<file path="src/rtl/dmh_pkg.sv">
// Purpose: Shared constants and types for the dual-mode host serial port
// Assumes: One system clock; all pins sampled through two flip-flops
// Notes: Register data and address are one byte wide
package dmh_pkg;
    localparam int DMH_DW = 8;
    localparam int DMH_AW = 8;
    localparam int DMH_HI_W = 5;
    localparam int DMH_CNT_W = 4;
    localparam logic [DMH_CNT_W-1:0] DMH_BYTE_BITS = 4'h8;
    localparam logic [DMH_CNT_W-1:0] DMH_SPI_LAST = 4'hF;
    localparam logic [DMH_CNT_W-1:0] DMH_SPI_WRAP = 4'h8;
    localparam logic [DMH_HI_W-1:0] DMH_ADDR_HI_RST = 5'h1A;
    localparam logic [DMH_DW-1:0] DMH_BYTE_RST = 8'h00;
    localparam real DMH_CLK_NS = 25.0;
    localparam real DMH_MIN_SCLK_NS = 200.0;
    localparam int DMH_SCLK_CYC = int'(DMH_MIN_SCLK_NS / DMH_CLK_NS);

    // Synchronised pin levels; sel high means I2C
    typedef struct packed {
        logic sel;
        logic scl;
        logic sda;
        logic a1;
        logic cs_n;
    } dmh_pins_t;

    localparam dmh_pins_t DMH_PINS_RST = '{sel: 1'b1, scl: 1'b1, sda: 1'b1,
        a1: 1'b1, cs_n: 1'b1};

    typedef enum logic [2:0] {
        I2C_IDLE,
        I2C_ADDR,
        I2C_ACK_ADDR,
        I2C_WRITE,
        I2C_ACK_WRITE,
        I2C_READ,
        I2C_ACK_READ
    } dmh_i2c_st_t;
endpackage

</file>
<file path="src/rtl/dmh_serial_port.sv">
// Purpose: Host configuration port, I2C slave or 3/4-wire SPI slave
// Assumes: CLK at least eight times the serial clock; REG_RDATA is
//          combinational from REG_ADDR
// Notes: SPI frame is one command byte (bit 7 read, bits 6:0 address)
//        then data bytes with auto-increment; I2C first written byte
//        is the register pointer
`timescale 1ns/1ps
`default_nettype none

module dmh_serial_port
    import dmh_pkg::*;
#(
    parameter logic [DMH_HI_W-1:0] ADDR_HI = DMH_ADDR_HI_RST
) (
    input wire logic CLK,
    input wire logic RESET,
    input wire logic MODE_SEL,
    input wire logic SPI_3WIRE,
    input wire logic SCLK_IN,
    input wire logic DATA_IN,
    output logic DATA_OUT,
    output logic DATA_OE_N,
    input wire logic ADDR1_IN,
    output logic SDO_OUT,
    output logic SDO_OE_N,
    input wire logic CS_N_IN,
    input wire logic STATUS_EVENT,
    input wire logic STATUS_CLEAR,
    output logic STATUS_CHANGE_IRQ_N,
    output logic [DMH_AW-1:0] REG_ADDR,
    output logic [DMH_DW-1:0] REG_WDATA,
    output logic REG_WE,
    input wire logic [DMH_DW-1:0] REG_RDATA
);
    dmh_pins_t sy1, p;
    logic scl_q, sda_q, i2c_mode;
    logic scl_rise, scl_fall, start, stop;
    dmh_i2c_st_t i_state;
    logic [DMH_CNT_W-1:0] i_cnt;
    logic [DMH_DW-1:0] i_sh, i_out, i_ptr;
    logic i_pull, i_rw, i_first, i_wr;
    logic [DMH_CNT_W-1:0] s_cnt;
    logic [DMH_DW-1:0] s_sh, s_out;
    logic [DMH_AW-1:0] s_addr;
    logic s_rd, s_wr, s_inc, s_dr_oe;
    logic [DMH_HI_W+1:0] dev_addr;

    function automatic logic [DMH_CNT_W-1:0] spi_next(
        input logic [DMH_CNT_W-1:0] c);
        spi_next = (c == DMH_SPI_LAST) ? DMH_SPI_WRAP : c + 4'h1;
    endfunction

    // Pins cross from the host's world; serial clock is only sampled
    always_ff @(posedge CLK or posedge RESET) begin
        if (RESET) begin
            sy1 <= DMH_PINS_RST;
            p <= DMH_PINS_RST;
            scl_q <= 1'b1;
            sda_q <= 1'b1;
        end else begin
            sy1 <= '{sel: MODE_SEL, scl: SCLK_IN, sda: DATA_IN,
                a1: ADDR1_IN, cs_n: CS_N_IN};
            p <= sy1;
            scl_q <= p.scl;
            sda_q <= p.sda;
        end
    end

    assign scl_rise = p.scl & ~scl_q;
    assign scl_fall = ~p.scl & scl_q;
    assign start = p.scl & scl_q & sda_q & ~p.sda;
    assign stop = p.scl & scl_q & ~sda_q & p.sda;
    assign dev_addr = {ADDR_HI, p.a1, p.cs_n};

    // Strap follows only between transfers, so a glitch never splits a frame
    always_ff @(posedge CLK or posedge RESET) begin
        if (RESET) begin
            i2c_mode <= 1'b1;
        end else if (i_state == I2C_IDLE && p.cs_n) begin
            i2c_mode <= p.sel;
        end
    end

    // I2C slave engine
    always_ff @(posedge CLK or posedge RESET) begin
        if (RESET) begin
            i_state <= I2C_IDLE;
            i_cnt <= '0;
            i_sh <= DMH_BYTE_RST;
            i_out <= DMH_BYTE_RST;
            i_ptr <= DMH_BYTE_RST;
            i_pull <= 1'b0;
            i_rw <= 1'b0;
            i_first <= 1'b0;
            i_wr <= 1'b0;
        end else begin
            i_wr <= 1'b0;
            if (i_wr) begin
                i_ptr <= i_ptr + 8'h01;
            end
            if (!i2c_mode || stop) begin
                i_state <= I2C_IDLE;
                i_pull <= 1'b0;
            end else if (start) begin
                i_state <= I2C_ADDR;
                i_cnt <= '0;
                i_pull <= 1'b0;
            end else begin
                if (scl_rise) begin
                    i_sh <= {i_sh[6:0], p.sda};
                    i_cnt <= i_cnt + 4'h1;
                end
                if (scl_fall) begin
                    unique case (i_state)
                        I2C_ADDR: begin
                            if (i_cnt == DMH_BYTE_BITS) begin
                                if (i_sh[7:1] == dev_addr) begin
                                    i_pull <= 1'b1;
                                    i_rw <= i_sh[0];
                                    i_state <= I2C_ACK_ADDR;
                                end else begin
                                    i_state <= I2C_IDLE;
                                end
                            end
                        end
                        I2C_ACK_ADDR: begin
                            i_cnt <= '0;
                            if (i_rw) begin
                                i_out <= REG_RDATA;
                                i_pull <= ~REG_RDATA[7];
                                i_state <= I2C_READ;
                            end else begin
                                i_pull <= 1'b0;
                                i_first <= 1'b1;
                                i_state <= I2C_WRITE;
                            end
                        end
                        I2C_WRITE: begin
                            if (i_cnt == DMH_BYTE_BITS) begin
                                i_pull <= 1'b1;
                                i_first <= 1'b0;
                                i_state <= I2C_ACK_WRITE;
                                if (i_first) begin
                                    i_ptr <= i_sh;
                                end else begin
                                    i_wr <= 1'b1;
                                end
                            end
                        end
                        I2C_ACK_WRITE: begin
                            i_pull <= 1'b0;
                            i_cnt <= '0;
                            i_state <= I2C_WRITE;
                        end
                        I2C_READ: begin
                            if (i_cnt == DMH_BYTE_BITS) begin
                                i_pull <= 1'b0;
                                i_ptr <= i_ptr + 8'h01;
                                i_state <= I2C_ACK_READ;
                            end else begin
                                i_out <= {i_out[6:0], 1'b0};
                                i_pull <= ~i_out[6];
                            end
                        end
                        I2C_ACK_READ: begin
                            if (i_sh[0]) begin
                                i_state <= I2C_IDLE;
                            end else begin
                                i_cnt <= '0;
                                i_out <= REG_RDATA;
                                i_pull <= ~REG_RDATA[7];
                                i_state <= I2C_READ;
                            end
                        end
                        default: begin
                            i_state <= I2C_IDLE;
                        end
                    endcase
                end
            end
        end
    end

    // SPI slave engine, mode 0; select high aborts any frame at once
    always_ff @(posedge CLK or posedge RESET) begin
        if (RESET) begin
            s_cnt <= '0;
            s_sh <= DMH_BYTE_RST;
            s_out <= DMH_BYTE_RST;
            s_addr <= DMH_BYTE_RST;
            s_rd <= 1'b0;
            s_wr <= 1'b0;
            s_inc <= 1'b0;
            s_dr_oe <= 1'b0;
        end else if (i2c_mode || p.cs_n) begin
            s_cnt <= '0;
            s_wr <= 1'b0;
            s_inc <= 1'b0;
            s_dr_oe <= 1'b0;
        end else begin
            s_wr <= 1'b0;
            s_inc <= 1'b0;
            if (s_inc) begin
                s_addr <= s_addr + 8'h01;
            end
            if (scl_rise) begin
                s_sh <= {s_sh[6:0], p.sda};
                s_cnt <= spi_next(s_cnt);
                if (s_cnt == DMH_BYTE_BITS - 4'h1) begin
                    s_rd <= s_sh[6];
                    s_addr <= {1'b0, s_sh[5:0], p.sda};
                end
                if (s_cnt == DMH_SPI_LAST) begin
                    s_wr <= ~s_rd;
                    s_inc <= 1'b1;
                end
            end
            if (scl_fall && s_rd && s_cnt >= DMH_BYTE_BITS) begin
                s_dr_oe <= 1'b1;
                if (s_cnt == DMH_BYTE_BITS) begin
                    s_out <= REG_RDATA;
                end else begin
                    s_out <= {s_out[6:0], 1'b0};
                end
            end
        end
    end

    // Pin drivers; enables are low while driving
    always_ff @(posedge CLK or posedge RESET) begin
        if (RESET) begin
            DATA_OUT <= 1'b1;
            DATA_OE_N <= 1'b1;
            SDO_OUT <= 1'b1;
            SDO_OE_N <= 1'b1;
        end else begin
            DATA_OUT <= i2c_mode ? 1'b0 : s_out[7];
            DATA_OE_N <= i2c_mode ? ~i_pull : ~(SPI_3WIRE & s_dr_oe);
            SDO_OUT <= s_out[7];
            SDO_OE_N <= ~(~i2c_mode & ~SPI_3WIRE & s_dr_oe & ~p.cs_n);
        end
    end

    // Register port toward the device core
    always_ff @(posedge CLK or posedge RESET) begin
        if (RESET) begin
            REG_ADDR <= DMH_BYTE_RST;
            REG_WDATA <= DMH_BYTE_RST;
            REG_WE <= 1'b0;
        end else begin
            REG_ADDR <= i2c_mode ? i_ptr : s_addr;
            REG_WDATA <= i2c_mode ? i_sh : s_sh;
            REG_WE <= i2c_mode ? i_wr : s_wr;
        end
    end

    // Sticky status flag; a new event wins over a clear
    always_ff @(posedge CLK or posedge RESET) begin
        if (RESET) begin
            STATUS_CHANGE_IRQ_N <= 1'b1;
        end else if (STATUS_EVENT) begin
            STATUS_CHANGE_IRQ_N <= 1'b0;
        end else if (STATUS_CLEAR) begin
            STATUS_CHANGE_IRQ_N <= 1'b1;
        end
    end
endmodule

`default_nettype wire

</file>
<file path="config.mk">
export PLATFORM = sky130hd
export DESIGN_NAME = dmh_serial_port
export DESIGN_NICKNAME = d
export VERILOG_FILES = /design/src/rtl/dmh_pkg.sv /design/src/rtl/dmh_serial_port.sv
export SDC_FILE = /design/constraint.sdc
export NUM_CORES = 1
export LEC_CHECK = 0
export BUFFER_PORTS_ARGS = -buffer_cell sky130_fd_sc_hd__buf_2
export CELL_PAD_IN_SITES_DETAIL_PLACEMENT = 1
export CELL_PAD_IN_SITES_GLOBAL_PLACEMENT = 1
export CORE_MARGIN = 3
export CORE_UTILIZATION = 30
export DETAILED_ROUTE_END_ITERATION = 8
export GPL_TIMING_DRIVEN = 0
export PLACE_DENSITY = 0.56
export SYNTH_ARGS = -nofsm -noshare
export SYNTH_HDL_FRONTEND = slang
export SYNTH_SLANG_ARGS = --single-unit
</file>
<file path="constraint.sdc">
create_clock -name CLK -period 8.6 [get_ports CLK]
set_input_delay 1.29 -clock CLK [delete_from_list [all_inputs] [get_ports CLK]]
set_output_delay 1.29 -clock CLK [all_outputs]
set_load 0.05 [all_outputs]
</file>
==> metrics.md <==
| Metric | Value |
|---|---|
| Crit start category | `flip-flop` |
| Max clock buf depth | `2` |
| Fin cells | `692` |
| Number of buffers added for setup after CTS | `0` |
| Share of layout cells above drive strength 1 | `28.7%` |
| DR pass1 iterations | `4` |
| DR vias/cell | `5.00` |
| Number of flops mapped to enable cells by yosys | `0` |
| Mapped Cells | `425` |
| CTS tree | `done` |
| Dpl cell area | `5270 sq um` |
| Buffer and inverter count on the worst path | `1` |
| Simple-gate portion of the synthesized area | `13.7%` |
| Worst-Margin Slew | `0.732 ns` |
| Worst vdd rail ir drop | `0.133 mV` |
| Largest stage delay, worst path | `0.53 ns` |
| Largest family of logic cells by synthesized area | `compound AO/OA/AOI/OAI gates` |
| Largest net degree at the start of global routing | `52` |
| CP required | `7.31 ns` |
| Setup tns final | `0 ns` |
| Final min period | `2.43 ns` |
| CTS-repair resized insts | `0` |
| Port Buffer Count | `39` |
| Overall Global Routing Usage | `14.4%` |
| TritonCTS buffer count | `9` |
| Drt initial violations | `164` |
| Clock Latency Late Sink | `0.36 ns` |
| Syn Std Cell Area | `4780 sq um` |
| Post-DP HPWL | `8750 microns` |
| CP Class | `flip-flop to output port` |
| Slowest stage cell, crit path | `dfstp_2` |
| Netlist cell types | `62` |
| #FFs+latches synth | `101` |
| Slew HR | `50.7%` |
| Cts hold-fix bufs | `0` |
| Number of nets in the layout | `500` |
| FMAX | `412 MHz` |
| First-pass GRT wire length | `19900 microns` |
| Routed WL per cell | `17.5 microns` |
| Initial antenna violation count | `0` |
| Xor-xnor portion of the synthesized cell area | `1.83%` |
| Crit end category | `output port` |
| Htree depth | `3` |
| Synth async-reset ratio | `100%` |
| Setup ws final | `6.17 ns` |
| Fin. max-slew vios | `0` |
| Die span in y | `132 microns` |
| IO Count | `40` |
| Root buffer cell | `clkbuf_16` |
| Reg2reg end | `i_ptr[5]` |
| Area fraction in compound gates after synthesis | `14.2%` |
| Core area | `15400 sq um` |
| MaxCap Viol Count | `0` |
| Final-report setup violation count | `0` |
| Fin Clk Skew | `0.0133 ns` |
| Outcome | `finished clean` |
| DRC | `0` |
| Leakage | `2.58 nW` |
| Power Total | `1.20 mW` |
| RSZ-0062 raised after global routing | `no` |
| PwrDens | `214 nW/um^2` |
| Critical path depth in cells | `1` |
| Finished layout cell area | `5590 sq um` |
| Clock transition time at the flip-flop clock pins of the worst setup and hold paths | `0.07 ns` |
| Post-synthesis sequential area ratio | `53.3%` |
| Post-Place Worst Slack | `6.38 ns` |
| Setup crit end | `STATUS_CHANGE_IRQ_N` |
| Adder-cell area share of the yosys netlist | `1.57%` |
| Worst-path cell chain | `buf_2` |
| Final hold slack | `0.356 ns` |
| Total Wirelength | `12100 microns` |
| Dominant synthesized flop cell | `dfrtp_1` |
| Die Area | `17500 sq um` |
| Synth-to-Final Area Change | `16.9%` |
| Die Wd | `132 microns` |
| Site Rows | `45` |
| Setup slack, reg-to-reg | `6.64 ns` |
| CP max FO | `2` |
| Mux contribution to synthesized area | `11.9%` |
| Worst Setup SP | `STATUS_CHANGE_IRQ_N` |
| Number of global-route vias before repair | `3635` |
| DR vias | `3457` |
| CP delay by family, top | `flip-flops` |
| FF-to-FF path depth | `6` |
| GPL Wtd Cong | `0.756` |
| Clk sink count | `101` |
| Top post-synthesis cells by area | `dfrtp_1, dfstp_2, mux2_2, nand2_1, mux2i_1` |
| Yosys warning count | `0` |
| Syn Nets | `449` |
| Placed cell count | `676` |
| Diodes inserted | `0` |
| Post-Route Utilization | `36.4%` |
| Arr. time, crit path | `1.14 ns` |
| Tcrit/Tclk final | `28.2%` |
| Syn Area/Cell | `11.2 sq um` |
| Routed Antenna Nets | `0` |
| Initial core utilization | `31.1%` |
| Hold Vio Cnt, Final | `0` |
| Most area-hungry cell type in the Yosys netlist | `dfrtp_1` |
| GRT overflow | `0` |
| Reg2reg start | `i_cnt[0]` |
| Top cell type's share of synthesized area | `43.4%` |
| Tightest Hold Check Type | `flip-flop to flip-flop` |
-- registers in the layout, indices dropped and copies added (netlist names), 2 cells and up --
signal	flops
i_ptr	8
p	3
i_cnt	4
dev_addr	2
REG_ADDR	8
i_state	3
i_sh	8
i_out	7
s_sh	8
s_cnt	4
REG_WDATA	8
sy1	5
s_addr	8
s_out	8
-- worst register-to-register path: stages, from the launching register on --
cell and delay [ns]:
dfrtp_1 0.42, inv_1 0.07, ha_1 0.19, nand3b_2 0.25, a211oi_4 0.50, o21ai_0 0.18, a22o_1 0.23
-- per-layer routing --
metal  GRT usage, %  vias up  wire length (microns)
met5              0        -                      0
met2           23.0       59                   5690
met1           19.3     1746                   5790
met3           3.59        9                    483
li1               -     1643                      -
met4           4.56        0                    149
-- layout by cell type (no fill, tap or decap), types with 5 or more instances in the layout --
| master | n |
|---|---|
| mux2i_1 | 12 |
| xor2_1 | 8 |
| a22oi_1 | 6 |
| buf_2 | 46 |
| dfrtp_1 | 83 |
| o22ai_1 | 11 |
| mux2_2 | 40 |
| and3_1 | 6 |
| ha_1 | 6 |
| a2bb2oi_1 | 5 |
| dfstp_2 | 18 |
| o21ai_0 | 20 |
| a21oi_1 | 20 |
| nor2b_1 | 9 |
| inv_1 | 16 |
| clkbuf_1 | 8 |
| clkbuf_16 | 9 |
| nand3_1 | 9 |
| nand2_1 | 39 |
| nor2_1 | 25 |
-- where the power goes --
part | switching, mW | total (mW) | leakage (nW) | internal (mW)
combinational | 0.115 | 0.183 | 1.15 | 0.0684
sequential | 0.0529 | 0.580 | 1.27 | 0.527
clock | 0.195 | 0.435 | 0.157 | 0.240
-- Yosys cell counts (all sizes together), types with 9 or more instances --
cell   number
a21oi      21
buf        11
mux2i      12
nand3       9
mux2       40
o21ai      21
nand2      40
dfrtp      83
inv        17
o22ai      11
nor2b       9
dfstp      18
nor2       26
-- logic make-up (layout without fill, tap and decap cells) --
| logic type | count (synthesis) | in the layout |
|---|---|---|
| simple gates | 123 | 123 |
| fa+ha+maj | 6 | 6 |
| flops | 101 | 101 |
| compound gates | 97 | 97 |
| mux | 52 | 52 |
| xor+xnor | 10 | 10 |
| buf+inv | 36 | 92 |
-- how the worst min path moves through the flow --
stage	from	to	slack, ns	cells after the start
after floorplan	sy1[0]	dev_addr[0]	0.35	0
after global placement	sy1[0]	dev_addr[0]	0.35	0
after detailed placement	sy1[2]	p[2]	0.35	0
after CTS	sy1[2]	p[2]	0.36	0
after global routing	sy1[4]	p[4]	0.36	0
final	sy1[4]	p[4]	0.36	0
-- cell type report --
cell class,count,area [sq um]
Fill cell,1700,9780
Sequential cell,101,2550
Multi-Input combinational cell,288,2070
Tap cell,211,264
Clock buffer,10,239
Timing Repair Buffer,40,223
Buffer,19,98.8
Clock inverter,6,78.8
Inverter,17,66.3
Note: power is estimated with default switching activity, not from simulation.
